$ cat src/core/ist_pkg.sv
// Constants, types and states shared by the I2C slave data and time-out block.
package ist_pkg;
	localparam int BYTE_BITS = 8;
	localparam logic [3:0] BIT_LAST = 4'h8;
	localparam int SUB_DIV_W = 5;
	localparam logic [4:0] SUB_DIV_LAST = 5'h1f;
	localparam int TO_CNT_W = 7;
	localparam int TO_SEL_W = 6;
	localparam int EN_BIT = 7;
	localparam int FLAG_BIT = 6;
	localparam logic [2:0] PIN_RST = 3'h3;
	localparam int PIN_SCL = 0;
	localparam int PIN_SDA = 1;
	localparam int PIN_SUB = 2;

	typedef struct packed {
		logic en;
		logic flag;
		logic [TO_SEL_W-1:0] sel;
	} ist_toc_type;

	typedef struct packed {
		logic bus_busy;
		logic addr_match;
		logic tx_mode;
		logic read_req;
		logic tx_ack_bit;
		logic rx_ack_bit;
	} ist_ctrl1_type;

	localparam ist_toc_type TOC_POR = '{en: 1'b0, flag: 1'b0, sel: 6'h00};
	localparam ist_ctrl1_type CTRL1_POR = '{bus_busy: 1'b0,
		addr_match: 1'b0, tx_mode: 1'b0, read_req: 1'b0,
		tx_ack_bit: 1'b0, rx_ack_bit: 1'b1};

	typedef enum logic [5:0] {
		ST_IDLE = 6'h01,
		ST_ADDR = 6'h02,
		ST_ADDR_ACK = 6'h04,
		ST_DATA = 6'h08,
		ST_DATA_ACK = 6'h10,
		ST_WAIT_STOP = 6'h20
	} ist_state_type;
endpackage

$ cat src/core/ist_i2c_slave.sv
// I2C slave data phase, acknowledge, clock stretching and bus time-out.
`timescale 1ns/1ps
module ist_i2c_slave (
	input wire logic sys_clk, // System clock, 50 MHz.
	input wire logic rst_n, // Asynchronous reset, active low.
	input wire logic scl_in, // Clock line level.
	output logic scl_out, // Clock line drive value, always low.
	output logic scl_oe, // High while the clock line is held low.
	input wire logic sda_in, // Data line level.
	output logic sda_out, // Data line drive value, always low.
	output logic sda_oe, // High while the data line is pulled low.
	input wire logic sub_clock, // Free running low speed clock.
	input wire logic i2c_enable, // Interface enable from control reg 0.
	input wire logic [6:0] own_address_reg, // Own 7-bit slave address.
	input wire logic ctrl1_wr, // Strobe: load mode and acknowledge bits.
	input wire logic ctrl1_tx_mode, // Transmit mode value to load.
	input wire logic ctrl1_tx_ack, // Acknowledge level value to load.
	output ist_pkg::ist_ctrl1_type serial_ctrl_reg1, // Control reg 1.
	input wire logic data_wr, // Strobe: software writes data register.
	input wire logic [7:0] data_wdata, // Data written by software.
	input wire logic data_rd, // Strobe: software reads data register.
	output logic [7:0] serial_data_reg, // Shared serial data register.
	input wire logic toc_wr, // Strobe: write enable and select.
	input wire ist_pkg::ist_toc_type toc_wdata, // Time-out write value.
	input wire logic timeout_flag_clr, // Strobe: clear time-out flag.
	output ist_pkg::ist_toc_type timeout_ctrl_reg, // Time-out control.
	input wire logic irq_clr, // Strobe: clear interrupt flag.
	output logic serial_irq_flag // Sticky serial interrupt request.
);
	import ist_pkg::*;

	logic [2:0] pin_raw, s0_ff, s1_ff, s2_ff, filt_ff, prev_ff;
	ist_state_type st_ff;
	logic [3:0] bit_ff;
	logic [7:0] shift_ff;
	logic sda_oe_ff;
	logic stretch_ff;
	logic line_out_ff;
	ist_ctrl1_type ctrl1_ff;
	logic [7:0] data_ff;
	logic irq_ff;
	ist_toc_type toc_ff;
	logic to_run_ff;
	logic [SUB_DIV_W-1:0] pre_ff;
	logic [TO_CNT_W-1:0] to_cnt_ff;

	assign pin_raw = {sub_clock, sda_in, scl_in};

	// Three-stage synchronisers; a level counts once stages two and three agree.
	genvar g;
	for (g = 0; g < 3; g++) begin : g_sync
		always_ff @(posedge sys_clk or negedge rst_n) begin
			if (!rst_n) begin
				s0_ff[g] <= PIN_RST[g];
				s1_ff[g] <= PIN_RST[g];
				s2_ff[g] <= PIN_RST[g];
				filt_ff[g] <= PIN_RST[g];
				prev_ff[g] <= PIN_RST[g];
			end else begin
				s0_ff[g] <= pin_raw[g];
				s1_ff[g] <= s0_ff[g];
				s2_ff[g] <= s1_ff[g];
				if (s1_ff[g] == s2_ff[g]) begin
					filt_ff[g] <= s2_ff[g];
				end
				prev_ff[g] <= filt_ff[g];
			end
		end
	end

	logic scl, sda, scl_rise, scl_fall, sub_rise, start_det, stop_det;
	logic addr_done, addr_hit, byte_end, ack_end, tick, to_hit, htx;

	assign scl = filt_ff[PIN_SCL];
	assign sda = filt_ff[PIN_SDA];
	assign scl_rise = scl && !prev_ff[PIN_SCL];
	assign scl_fall = !scl && prev_ff[PIN_SCL];
	assign sub_rise = filt_ff[PIN_SUB] && !prev_ff[PIN_SUB];
	assign start_det = scl && prev_ff[PIN_SCL] && prev_ff[PIN_SDA] && !sda;
	assign stop_det = scl && prev_ff[PIN_SCL] && !prev_ff[PIN_SDA] && sda;
	assign htx = ctrl1_ff.tx_mode;
	assign addr_done = (st_ff == ST_ADDR) && scl_fall && (bit_ff == BIT_LAST);
	assign addr_hit = addr_done && (shift_ff[7:1] == own_address_reg);
	assign byte_end = (st_ff == ST_DATA) && !stretch_ff && scl_fall &&
		(bit_ff == BIT_LAST);
	assign ack_end = (st_ff == ST_DATA_ACK) && scl_fall;
	assign tick = sub_rise && (pre_ff == SUB_DIV_LAST);
	assign to_hit = to_run_ff && toc_ff.en && tick &&
		(to_cnt_ff == {1'b0, toc_ff.sel});

	// Bus protocol sequencer, data shifting and line drive.
	always_ff @(posedge sys_clk or negedge rst_n) begin
		if (!rst_n) begin
			st_ff <= ST_IDLE;
			bit_ff <= 4'h0;
			shift_ff <= 8'h00;
			sda_oe_ff <= 1'b0;
			stretch_ff <= 1'b0;
		end else if (to_hit || stop_det || !i2c_enable) begin
			st_ff <= ST_IDLE;
			bit_ff <= 4'h0;
			sda_oe_ff <= 1'b0;
			stretch_ff <= 1'b0;
		end else if (start_det) begin
			st_ff <= ST_ADDR;
			bit_ff <= 4'h0;
			sda_oe_ff <= 1'b0;
			stretch_ff <= 1'b0;
		end else begin
			case (st_ff)
			ST_ADDR: begin
				if (scl_rise) begin
					shift_ff <= {shift_ff[6:0], sda};
					bit_ff <= bit_ff + 4'h1;
				end
				if (addr_done) begin
					st_ff <= addr_hit ? ST_ADDR_ACK : ST_WAIT_STOP;
					sda_oe_ff <= addr_hit;
				end
			end
			ST_ADDR_ACK: begin
				if (scl_fall) begin
					sda_oe_ff <= 1'b0;
					stretch_ff <= 1'b1;
					bit_ff <= 4'h0;
					st_ff <= ST_DATA;
				end
			end
			ST_DATA: begin
				if (stretch_ff) begin
					if (data_wr && htx) begin
						stretch_ff <= 1'b0;
						shift_ff <= data_wdata;
						sda_oe_ff <= !data_wdata[7];
					end else if (data_rd && !htx) begin
						stretch_ff <= 1'b0;
					end
				end else begin
					if (scl_rise) begin
						bit_ff <= bit_ff + 4'h1;
						if (!htx) begin
							shift_ff <= {shift_ff[6:0], sda};
						end
					end
					if (byte_end) begin
						st_ff <= ST_DATA_ACK;
						sda_oe_ff <= !htx && !ctrl1_ff.tx_ack_bit;
					end else if (scl_fall && htx) begin
						shift_ff <= {shift_ff[6:0], 1'b0};
						sda_oe_ff <= !shift_ff[6];
					end
				end
			end
			ST_DATA_ACK: begin
				if (scl_fall) begin
					sda_oe_ff <= 1'b0;
					bit_ff <= 4'h0;
					if (htx && ctrl1_ff.rx_ack_bit) begin
						st_ff <= ST_WAIT_STOP;
					end else begin
						stretch_ff <= 1'b1;
						st_ff <= ST_DATA;
					end
				end
			end
			ST_IDLE, ST_WAIT_STOP: begin
				sda_oe_ff <= 1'b0;
			end
			default: begin
				st_ff <= ST_IDLE;
			end
			endcase
		end
	end

	always_ff @(posedge sys_clk or negedge rst_n) begin
		if (!rst_n) begin
			ctrl1_ff <= CTRL1_POR;
		end else if (to_hit) begin
			ctrl1_ff <= CTRL1_POR;
		end else begin
			if (ctrl1_wr) begin
				ctrl1_ff.tx_mode <= ctrl1_tx_mode;
				ctrl1_ff.tx_ack_bit <= ctrl1_tx_ack;
			end
			if (start_det) begin
				ctrl1_ff.bus_busy <= 1'b1;
				ctrl1_ff.addr_match <= 1'b0;
			end else if (stop_det) begin
				ctrl1_ff.bus_busy <= 1'b0;
			end
			if (addr_hit && i2c_enable) begin
				ctrl1_ff.addr_match <= 1'b1;
				ctrl1_ff.read_req <= shift_ff[0];
			end else if (byte_end) begin
				ctrl1_ff.addr_match <= 1'b0;
			end
			if ((st_ff == ST_DATA_ACK) && htx && scl_rise) begin
				ctrl1_ff.rx_ack_bit <= sda;
			end
		end
	end

	// Data register keeps its contents across a time-out.
	always_ff @(posedge sys_clk or negedge rst_n) begin
		if (!rst_n) begin
			data_ff <= 8'h00;
		end else if (byte_end && !htx) begin
			data_ff <= shift_ff;
		end else if (data_wr) begin
			data_ff <= data_wdata;
		end
	end

	// A new event in the clearing cycle keeps the flag set.
	always_ff @(posedge sys_clk or negedge rst_n) begin
		if (!rst_n) begin
			irq_ff <= 1'b0;
		end else if (to_hit || ack_end || (addr_hit && i2c_enable)) begin
			irq_ff <= 1'b1;
		end else if (irq_clr) begin
			irq_ff <= 1'b0;
		end
	end

	always_ff @(posedge sys_clk or negedge rst_n) begin
		if (!rst_n) begin
			toc_ff <= TOC_POR;
		end else begin
			if (to_hit) begin
				toc_ff.en <= 1'b0;
			end else if (toc_wr) begin
				toc_ff.en <= toc_wdata.en;
			end
			if (toc_wr) begin
				toc_ff.sel <= toc_wdata.sel;
			end
			if (to_hit) begin
				toc_ff.flag <= 1'b1;
			end else if (timeout_flag_clr) begin
				toc_ff.flag <= 1'b0;
			end
		end
	end

	always_ff @(posedge sys_clk or negedge rst_n) begin
		if (!rst_n) begin
			to_run_ff <= 1'b0;
		end else if (stop_det || to_hit || !toc_ff.en) begin
			to_run_ff <= 1'b0;
		end else if (addr_hit && i2c_enable && !start_det) begin
			to_run_ff <= 1'b1;
		end
	end

	// The sub clock is divided by 32 before counting periods.
	always_ff @(posedge sys_clk or negedge rst_n) begin
		if (!rst_n) begin
			pre_ff <= '0;
			to_cnt_ff <= '0;
		end else if (!to_run_ff || scl_fall) begin
			pre_ff <= '0;
			to_cnt_ff <= '0;
		end else if (sub_rise) begin
			pre_ff <= pre_ff + 5'h01;
			if (tick) begin
				to_cnt_ff <= to_cnt_ff + 7'h01;
			end
		end
	end

	always_ff @(posedge sys_clk or negedge rst_n) begin
		if (!rst_n) begin
			line_out_ff <= 1'b0;
		end else begin
			line_out_ff <= 1'b0;
		end
	end

	assign scl_out = line_out_ff;
	assign sda_out = line_out_ff;
	assign scl_oe = stretch_ff;
	assign sda_oe = sda_oe_ff;
	assign serial_ctrl_reg1 = ctrl1_ff;
	assign serial_data_reg = data_ff;
	assign timeout_ctrl_reg = toc_ff;
	assign serial_irq_flag = irq_ff;
endmodule

$ cat config.mk
export PLATFORM = sky130hd
export DESIGN_NAME = ist_i2c_slave
export DESIGN_NICKNAME = d
export VERILOG_FILES = /design/src/core/ist_pkg.sv /design/src/core/ist_i2c_slave.sv
export SDC_FILE = /design/constraint.sdc
export NUM_CORES = 1
export LEC_CHECK = 0
export BUFFER_PORTS_ARGS = -buffer_cell sky130_fd_sc_hd__buf_2
export CORE_MARGIN = 2
export CORE_UTILIZATION = 50
export DETAILED_ROUTE_END_ITERATION = 16
export GPL_TIMING_DRIVEN = 1
export HOLD_SLACK_MARGIN = 0.05
export PLACE_DENSITY = 0.72
export SLEW_MARGIN = 20
export SYNTH_ARGS = -nofsm -noshare
export SYNTH_HDL_FRONTEND = slang
export SYNTH_SLANG_ARGS = --single-unit
$ cat constraint.sdc
create_clock -name sys_clk -period 4.8 [get_ports sys_clk]
set_input_delay 1.2 -clock sys_clk [delete_from_list [all_inputs] [get_ports sys_clk]]
set_output_delay 1.2 -clock sys_clk [all_outputs]
set_load 0.005 [all_outputs]
# Word level (Yosys, flattened, before mapping)
# Index checks and enable logic that the tools add are counted.
[classes] n_mux=67 n_reduce_logical=73 n_addsub=3 n_bitwise=2 n_eq_ne=25
[op_table] op="$mux 8" n=9
[op_table] op="$mux 6" n=10
[op_table] op="$mux 1" n=33
[op_table] op="$pmux 6 s5" n=1
[op_table] op="$logic_and 1x1->1" n=29
[op_table] op="$reduce_bool 2->1" n=11
[op_table] op="$mux 7" n=3
[op_table] op="$mux 4" n=5
[op_table] op="$pmux 8 s2" n=1
[op_table] op="$logic_not 1->1" n=14
[op_table] op="$ne 4x3->1 const B" n=3
[op_table] op="$ne 4x4->1 const B" n=3
[op_table] op="$pmux 4 s3" n=1
[op_table] op="$mux 5" n=2
[op_table] op="$reduce_and 5->1" n=2
[op_table] op="$reduce_bool 5->1" n=2
[op_table] op="$add 7x1->7 const B" n=1
[op_table] op="$eq 7x6->1" n=1
[op_table] op="$eq 7x7->1" n=1
[op_table] op="$eq 6x1->1 const B" n=1
[op_table] op="$eq 6x2->1 const B" n=1
[op_table] op="$eq 6x3->1 const B" n=1
[op_table] op="$eq 6x4->1 const B" n=1
[op_table] op="$eq 6x5->1 const B" n=1
[op_table] op="24 further kinds" n=33
[totals] out_inout_bits=27 wordCells=204 input_bits=37 reg_bits=71

# Depth between registers and ports, before layout
# Gate-level depths: netlist (run 1).
[depth] ltp_word=10 mapped_depth=10 depth_no_buf=8

# Least setup slack after synthesis (run 1)
# Ideal clock, no wire load.
[synth_path] path_type="reg2reg" from="register pre_ff[0]" to="register shift_ff[0]" arrival_ps=2191 required_time_ps=4672 stages_incl_launch_ff=11 setup_time_ps=128 setup_slack_ps=2481 n_path_buf=2 path_cell_list="dfrtp_1 -> ha_1 -> and3_1 -> ha_1 -> and3b_1 -> clkbuf_1 -> nand3_1 -> o311a_1 -> clkbuf_1 -> nand3_4 -> mux2_1"
[synth_via] elab_chain_len=8
[synth_rtl] item="from (decl)" line="ist_i2c_slave.sv:44" source="logic [SUB_DIV_W-1:0] pre_ff;"
[synth_rtl] item="from (signal assigned)" line="ist_i2c_slave.sv:265" source="pre_ff <= pre_ff + 5'h01;"
[synth_rtl] item="$eq 5x5->1" line="ist_i2c_slave.sv:87" source="assign tick = sub_rise && (pre_ff == SUB_DIV_LAST);"
[synth_rtl] item="$logic_and 1x1->1" line="ist_i2c_slave.sv:87"
[synth_rtl] item="$logic_and 1x1->1 (2 in series)" line="ist_i2c_slave.sv:88" source="assign to_hit = to_run_ff && toc_ff.en && tick &&"
[synth_rtl] item="$logic_or 1x1->1 (2 in series)" line="ist_i2c_slave.sv:99" source="end else if (to_hit || stop_det || !i2c_enable) begin"
[synth_rtl] item="$not 1->1 (no line)"
[synth_rtl] item="$reduce_and 5->1 (no line)"
[synth_rtl] item="to (signal assigned)" line="ist_i2c_slave.sv:113" source="shift_ff <= {shift_ff[6:0], sda};"
[synth_rtl] item="to (signal assigned)" line="ist_i2c_slave.sv:133" source="shift_ff <= data_wdata;"
[synth_rtl] item="to (signal assigned)" line="ist_i2c_slave.sv:142" source="shift_ff <= {shift_ff[6:0], sda};"
[synth_rtl] item="to (decl)" line="ist_i2c_slave.sv:35" source="logic [7:0] shift_ff;"
# No other way between the ends.
# A chain may end at the register's enable or synchronous reset.

# Worst setup path in the final report (run 1)
[layout_path] from="register stretch_ff, in the netlist scl_oe" to="output scl_oe"
[layout_lines] item="from (decl)" line="ist_i2c_slave.sv:37" source="logic stretch_ff;"
[layout_lines] item="from (signal assigned)" line="ist_i2c_slave.sv:98" source="stretch_ff <= 1'b0;"
[layout_lines] item="from (signal assigned)" line="ist_i2c_slave.sv:103" source="stretch_ff <= 1'b0;"
[layout_lines] item="from (signal assigned)" line="ist_i2c_slave.sv:108" source="stretch_ff <= 1'b0;"
[layout_lines] item="to (decl)" line="ist_i2c_slave.sv:8" source="output logic scl_oe,"
# No word-level cell between the ends.

==> flow_summary.ini, run 1 <==
[die]
fp.dieArea_mm2 = 0.00804
std_cell_rows = 31
chipWidth_um = 89.6
start_util_pct = 51.1
die_h_um = 89.6
core_area_mm2 = 0.00718
io_pins = 64

[global_routing]
grt_pass1_vias = 2708
grt_pass1_wl_um = 13100
antenna_found_initial = 0
grt_max_degree = 50
grt-ovfl-total = 0
grt_usage_pct = 21.3

[clocking]
clk_latency_ns = 0.35
root_buffer = clkbuf_8
htreeDepth = 3
clock_path_buffers = 2
cts_resized = 0
post-cts-setup-buffers = 0
cts_tree = done
cts.sinks = 71
clk_pin_slew_ns = 0.08
cts_buffers = 9
cts_hold_buf = 0

[final_layout]
multiInputGateArea_mm2 = 0.00174
drive_above_1_share_pct = 27.3
layout_common_cells = 59 x dfrtp_1, 59 x buf_2, 26 x nand2_1
fin_nets = 437
regArea_mm2 = 0.00179
syn_to_final_growth_pct = 15.0
fill_cells = 643
num_antenna_cells = 0
final_cell_count_no_fill = 499

[sta]
post-route-period-util_pct = 53.0
setup_viol = 0
finalCriticalPeriod_ns = 2.54
worst_pin_slew_ns = 0.661
fin_hold_ws_ns = 0.352
slew_headroom_pct = 55.9
fmax_mhz = 393
fin_setup_tns_ns = 0
hold_violations = 0
skew_ns = 0.00623
rsz0062_at_grt = false
maxSlewViolCount = 0

[routing]
route.detailed.drc = 0
routed_wl_um = 8070
routedWlPerCell_um = 16.2
vias_per_cell = 5.67
drtAntennaViolNets = 0
num_vias = 2830
drt_iter0_markers = 150
firstDrtPassIters = 5

[logic_synthesis]
synthAdderAreaFrac_pct = 2.83
synth_compound_area_share_pct = 14.7
synth_top_cell_by_area = dfrtp_1
ys_types = 64
synth_flop_cell = dfrtp_1
synth_top_area_share_pct = 40.3
synth.area.top_cells = dfrtp_1 40%, dfstp_2 8.6%, mux2i_1 4.4%, xor2_1 3.8%, nand2_1 2.7%
ys_warn_count = 0
async_flop_share_pct = 100
synth-xor-area-share_pct = 5.97
synth-edff-count = 0
synthCells = 342
yosysSeqAreaShare_pct = 48.9
synth_top_family_by_area = simple AND/OR/NAND/NOR gates
ys_seq_elements = 71
yosys.area_share.simple_pct = 16.8
synth_area_mm2 = 0.00367
syn_avg_cell_area_um2 = 10.7
synth_mux_area_share_pct = 6.82

[critical_path]
cp.buffers_inverters = 1
worstSetupStartpointType = flip-flop
r2r_end = shift_ff[3]
cp_cell_sequence = buf_2
crit_start = scl_oe
cp.arrival_ns = 1.34
critPathKind = flip-flop to output port
worstSetupEndpointType = output port
crit_slowest_cell = dfrtp_1
r2r_cells = 8
slowest_delay_ns = 0.77
crit_required_ns = 3.60
path_delay_family = flip-flops
r2r-start = pre_ff[0]
crit_path_max_fanout = 20
r2r_slack_ns = 2.27

[worst_hold_path]
hold_depth = 0
holdPathEnd = s1_ff[2]
hp-start = s0_ff[2]
hp-class = flip-flop to flip-flop

[power_and_ir_drop]
vdd_drop_max_mv = 0.236
total_power_uw = 1290
cellPowerDensity_mw_per_mm2 = 307
p_leak_uw = 0.00186

[job]
max-cap-violations = 0

[placed_design]
place.port_buffers = 60
dp_cells = 483
globalplace.congestion = 0.841
dp_hpwl_um = 5650

[outcome]
status = completed
## cells by family (layout without fill, tap and decap cells)
family | Yosys count | after routing
AO/OA/AOI/OAI | 75 | 75
XOR/XNOR | 25 | 25
adder cells (fa/ha/maj) | 9 | 9
buffers and inverters | 32 | 89
flip-flops | 71 | 71
multiplexers | 24 | 24
other | 1 | 2
AND/OR/NAND/NOR | 105 | 105
## worst register-to-register path, delay by kind of cell, from the launching register on
| family | cells | cell delay, ns |
|---|---|---|
| AND/OR/NAND/NOR | 4 | 0.93 |
| adder cells (fa/ha/maj) | 2 | 0.39 |
| AO/OA/AOI/OAI | 2 | 0.68 |
| flip-flops | 1 | 0.41 |
## cell usage after synthesis (7+ instances only)
master and count:
clkbuf_1 14, dfrtp_1 59, a32oi_1 7, nand2_1 26, nor2_1 19, xnor2_1 9
o21ai_1 9, nand3_1 14, xor2_1 16, mux2i_1 16, a21oi_1 13, o21ai_0 8
o211ai_1 7, inv_1 10, dfstp_2 12
## power by group
group	total, µW	internal, µW	switching (µW)
Combinational	137	63.7	73.2
Sequential	662	632	30.1
Clock	495	245	249
## stage by stage
stage	area [µm²]	setup WS (ns)	util [%]
2_1_floorplan	3670	2.48	-
3_3_place_gp	4010	2.20	55.9
3_5_place_dp	4010	2.18	55.9
4_1_cts	4220	2.24	58.8
5_1_grt	4220	2.10	58.8
6_report	4220	2.26	58.8
## per-layer routing
metal / track usage (%) / up-vias / share of wire, %
met5: 0 / - / 0
met4: 6.92 / 0 / 1.2
met3: 4.75 / 13 / 4.7
met2: 33.3 / 72 / 47
met1: 29.8 / 1396 / 47
li1: - / 1349 / -
## how the worst max path moves through the flow
stage          depth (start not counted)     endpoint  slack [ns]
2_1_floorplan                         10  shift_ff[0]        2.48
6_report                               1       scl_oe        2.26
3_5_place_dp                           6       sda_oe        2.18
3_3_place_gp                           6       sda_oe        2.20
5_1_grt                                8  shift_ff[3]        2.10
4_1_cts                                1       scl_oe        2.24
## layout make-up
type / instances / share of cell area, %
flip-flops and latches: 71 / 42.5
repair buffers: 63 / 7.71
clock buffers: 9 / 2.94
clock inverters: 7 / 1.90
multi-input cells: 240 / 41.2
well taps: 99 / 2.94
inverters: 10 / 0.890
Note: power is estimated with default switching activity, not from simulation.
==> run 2, diff against run 1 <==
==> constraint.sdc (replaced) <==
create_clock -name sys_clk -period 2.45 [get_ports sys_clk]
set_input_delay 0.6125 -clock sys_clk [delete_from_list [all_inputs] [get_ports sys_clk]]
set_output_delay 0.6125 -clock sys_clk [all_outputs]
set_load 0.005 [all_outputs]
==> run 2 against run 1 <==
  * Global-route usage down 0.73 points
  * Clock skew is 0.0016 ns lower
  * Count of clock-buffer cells in the layout up 2
  * Cell count up 1.4%
  * Sequential share of layout area shrank 0.26 points
  * Sequential cell count unchanged
  * Die area did not move
  * Sequential power grew 95%
  * Cell area is 0.62% higher
==> flow_summary.ini, run 2 (same netlist as run 1, synthesis figures left out) <==
[power_and_ir_drop]
seqPwrFrac_pct = 54.4
p_leak_uw = 0.00188
power_frac_comb_pct = 12.0
p_clk_share_pct = 33.6
p_sw_share_pct = 26.6
intPower_uw = 1740
vdd_drop_max_mv = 0.425
cellPowerDensity_mw_per_mm2 = 559
switching_power_uw = 631

[final_layout]
fill_cells = 647
drive_above_1_share_pct = 28.3
multiInputGateArea_mm2 = 0.00174
fin_nets = 444
regArea_mm2 = 0.00179
final_common_cell = buf_2
fin_util_pct = 59.2
num_antenna_cells = 0
layout_common_cells = 60 x buf_2, 59 x dfrtp_1, 25 x nand2_1
syn_to_final_growth_pct = 15.8
final_cell_count_no_fill = 506

[routing]
wl_met1_um = 3420
route.detailed.drc = 0
top_layer = met4
drtAntennaViolNets = 0
routed_wl_um = 7830
wl_met2_um = 3850
firstDrtPassIters = 4
wl_met3_um = 427
vias_per_cell = 5.59
drt_iter0_markers = 91
num_vias = 2831
routedWlPerCell_um = 15.5

[die]
fp.dieArea_mm2 = 0.00804
std_cell_rows = 31
chipWidth_um = 89.6
start_util_pct = 51.1
io_pins = 64
core_area_mm2 = 0.00718
die_h_um = 89.6

[sta]
setup_viol = 0
hold_violations = 0
worst_pin_slew_ns = 0.584
slew_headroom_pct = 60.8
fmax_mhz = 439
skew_ns = 0.00462
finalCriticalPeriod_ns = 2.28
fin_setup_tns_ns = 0
post-route-period-util_pct = 93.0
final.setup.worst_slack_ns = 0.172
maxSlewViolCount = 0
rsz0062_at_grt = false

[clocking]
clock_path_buffers = 2
cts.sinks = 71
htreeDepth = 3
cts_buffers = 9
cts_hold_buf = 0
clk_latency_ns = 0.34
cts_tree = done
root_buffer = clkbuf_8
clk_pin_slew_ns = 0.07

[global_routing]
grt-ovfl-total = 0
antenna_found_initial = 0
grt_max_degree = 72
grt_usage_pct = 20.6
grt_pass1_wl_um = 12500
grt_pass1_vias = 2610

[placed_design]
preCtsSetupSlack_ns = 0.157
place.port_buffers = 60
dp_hpwl_um = 5650
dp_cells = 489
globalplace.congestion = 0.840

[critical_path]
worstSetupStartpointType = flip-flop
crit_required_ns = 2.68
worstSetupEndpointType = flip-flop
path_delay_family = simple AND/OR/NAND/NOR gates
cpMostUsedCell = ha_1
cp_cell_sequence = ha_1 -> and3_1 -> ha_1 -> and3b_1 -> nand3_1 -> o311a_1 -> nand3_4 -> mux2_1
cp.buffers_inverters = 0
slowest_delay_ns = 0.41
crit_path_max_fanout = 7
crit_slowest_cell = o311a_1
cp.arrival_ns = 2.51
critPathKind = flip-flop to flip-flop
r2r_slack_ns = 0.17
crit_cells = 8
r2r_cells = 8

[job]
max-cap-violations = 0

[worst_hold_path]
hp-class = primary input to asynchronous set/reset pin

[outcome]
status = completed
==> run 2: repair_timing <==
| item | in CTS | in global routing |
|---|---|---|
| resized for setup | 0 | 1 |
| setup endpoints to repair | 0 | 2 |
| buffers inserted | 0 | 1 |
==> run 2: final cells by class <==
| cell class | instances | share of cell area [%] |
|---|---|---|
| Clock inverter | 5 | 0.796 |
| Tap cell | 99 | 2.92 |
| Multi-Input combinational cell | 240 | 41.0 |
| Clock buffer | 11 | 3.09 |
| Inverter | 10 | 0.884 |
| Sequential cell | 71 | 42.2 |
| Timing Repair Buffer | 70 | 9.14 |
==> run 2: final timing paths <==
check | from | endpoint
worst min register to register | s0_ff[1] | s1_ff[1]
worst max register to register | pre_ff[0] | shift_ff[0]
worst min-delay path | rst_n | st_ff[2]
max in group asynchronous | rst_n | s2_ff[0]
min in group sys_clk | s0_ff[1] | s1_ff[1]
worst max-delay path | pre_ff[0] | shift_ff[0]
==> run 2: layer usage <==
layer,track usage (%),vias up
met2,33.1,77
li1,-,1365
met4,6.51,0
met3,6.40,10
met1,26.8,1379
met5,0,-
==> run 2: power by group through the flow <==
stage	sequential [µW]	combinational, µW	clock [µW]
after global placement	1310	284	0
after detailed placement	1310	287	0
after CTS	1290	288	818
final	1290	285	797
after floorplan	1300	164	0
after global routing	1300	320	878
==> run 2: through the flow <==
stage	total power, µW	hold slack (ns)	cell area, µm²
floorplan	1460	0.317	3670
detailed placement	1600	0.347	4070
global placement	1590	0.336	4070
CTS	2400	0.295	4240
finish	2370	0.278	4250
global route	2500	0.312	4250
==> run 3, diff against run 2 <==
--- a/config.mk
+++ b/config.mk
@@ -6,7 +6,7 @@
 export NUM_CORES = 1
 export LEC_CHECK = 0
 export BUFFER_PORTS_ARGS = -buffer_cell sky130_fd_sc_hd__buf_2
-export CORE_MARGIN = 2
+export CORE_MARGIN = 4
 export CORE_UTILIZATION = 50
 export DETAILED_ROUTE_END_ITERATION = 16
 export GPL_TIMING_DRIVEN = 1
==> run 3 against run 2 <==
  * Power rose by 5.9%
  * Cell count rose by 0.20%
  * Routed wire length rose by 4.9%
  * Clock power rose by 17%
  * Cell area rose by 1.3%
  * Largest power group unchanged
  * Worst hold slack improved by 0.0064 ns
  * Combinational power rose by 1%
  * Largest cell class unchanged
  * Highest routed layer unchanged
==> flow_summary.ini, run 3 (same netlist as run 1, synthesis figures left out) <==
[outcome]
status = completed

[clocking]
clk_latency_ns = 0.34
cts_buffers = 9
post-cts-setup-buffers = 0
cts_hold_buf = 0
htreeDepth = 3
cts_tree = done
clk_pin_slew_ns = 0.08
clock_path_buffers = 2
cts_resized = 0
cts.sinks = 71
root_buffer = clkbuf_8

[global_routing]
grt_pass1_wl_um = 13800
grt-ovfl-total = 0
grt_pass1_vias = 2810
grt_usage_pct = 19.8
antenna_found_initial = 0
grt_max_degree = 72

[final_layout]
layout_common_cells = 60 x buf_2, 59 x dfrtp_1, 26 x nand2_1
syn_to_final_growth_pct = 17.3
final_cell_count_no_fill = 507
final_cell_area_mm2 = 0.00430
final_common_cell = buf_2
drive_above_1_share_pct = 29.0
num_antenna_cells = 0
fin_nets = 448

[sta]
skew_ns = 0.0101
hold_violations = 0
maxSlewViolCount = 0
rsz0062_at_grt = false
worst_pin_slew_ns = 0.595
finalCriticalPeriod_ns = 2.26
slew_headroom_pct = 60.1
setup_viol = 0
final.setup.worst_slack_ns = 0.190
fin_setup_tns_ns = 0
post-route-period-util_pct = 92.2
fmax_mhz = 443

[critical_path]
cp.arrival_ns = 2.48
crit_path_max_fanout = 6
r2r_end = shift_ff[0]
worstSetupStartpointType = flip-flop
worstSetupEndpointType = flip-flop
r2r-start = pre_ff[0]
r2r_cells = 8
r2r_slack_ns = 0.19
crit_required_ns = 2.67
critPathKind = flip-flop to flip-flop

[routing]
routedWlPerCell_um = 16.2
drtAntennaViolNets = 0
firstDrtPassIters = 4
route.detailed.drc = 0
num_vias = 2883
vias_per_cell = 5.69
drt_iter0_markers = 166
routed_wl_um = 8210

[die]
start_util_pct = 52.8
io_pins = 64
chipWidth_um = 93.6
core_area_mm2 = 0.00694
die_h_um = 93.6
std_cell_rows = 30
fp.dieArea_mm2 = 0.00877

[power_and_ir_drop]
power_frac_comb_pct = 11.5
switching_power_uw = 661
p_sw_share_pct = 26.3
vdd_drop_max_mv = 0.534
intPower_uw = 1850
cellPowerDensity_mw_per_mm2 = 584
p_leak_uw = 0.00191
p_clk_share_pct = 37.2
seqPwrFrac_pct = 51.3
total_power_uw = 2510

[placed_design]
dp_cells = 491
dpl-instance-area_mm2 = 0.00410
place.port_buffers = 60
dp_hpwl_um = 5940
globalplace.congestion = 0.828
preCtsSetupSlack_ns = 0.246

[job]
max-cap-violations = 0

[worst_hold_path]
hp-class = primary input to asynchronous set/reset pin
-- run 3: changes by cell type in the layout (fill, tap and decap cells not counted), sizes merged --
cell	before	now
buf	70	74
bufinv	0	1
clkbuf	11	10
-- run 3: final cells by class --
cell class / count / area, µm²
Fill cell: 595 / 2640
Inverter: 10 / 37.5
Clock buffer: 10 / 128
Tap cell: 96 / 120
Multi-Input combinational cell: 240 / 1740
Timing Repair Buffer: 74 / 418
Clock inverter: 6 / 70.1
Sequential cell: 71 / 1790
-- run 3: how the worst max path moves through the flow --
stage / start / endpoint / slack, ns / cells past startpoint
detailed placement: pre_ff[0] / shift_ff[0] / 0.25 / 8
finish: pre_ff[0] / shift_ff[0] / 0.19 / 8
CTS: pre_ff[0] / shift_ff[0] / 0.19 / 8
global placement: pre_ff[0] / shift_ff[0] / 0.28 / 8
floorplan: pre_ff[0] / shift_ff[0] / 0.13 / 10
global route: pre_ff[0] / shift_ff[0] / 0.08 / 8
-- run 3: power groups by stage --
stage / clock [µW] / sequential [µW] / combinational [µW]
floorplan: 0 / 1300 / 164
global placement: 0 / 1310 / 283
detailed placement: 0 / 1310 / 292
CTS: 950 / 1290 / 294
global route: 1020 / 1300 / 319
finish: 935 / 1290 / 289
-- run 3: critical path, stage by stage (launching register included) --
cell and delay, ns:
dfrtp_1 0.42, ha_1 0.22, and3_1 0.18, ha_1 0.17, and3b_1 0.19, nand3_1 0.11
o311a_1 0.37, nand3_4 0.15, mux2_1 0.34
-- run 3: metal layers --
metal | up-vias | GRT usage, % | share of wire, %
met1 | 1415 | 26.2 | 43
met4 | 0 | 4.81 | 1.5
met3 | 13 | 4.42 | 5.7
met5 | - | 0 | 0
met2 | 84 | 33.1 | 50
li1 | 1371 | - | -
-- run 3: per-stage QoR --
| step | utilization [%] | hold slack, ns |
|---|---|---|
| 6_report | 61.9 | 0.284 |
| 4_1_cts | 61.9 | 0.304 |
| 3_5_place_dp | 59.1 | 0.336 |
| 5_1_grt | 61.9 | 0.315 |
| 3_3_place_gp | 59.1 | 0.336 |
| 2_1_floorplan | - | 0.317 |
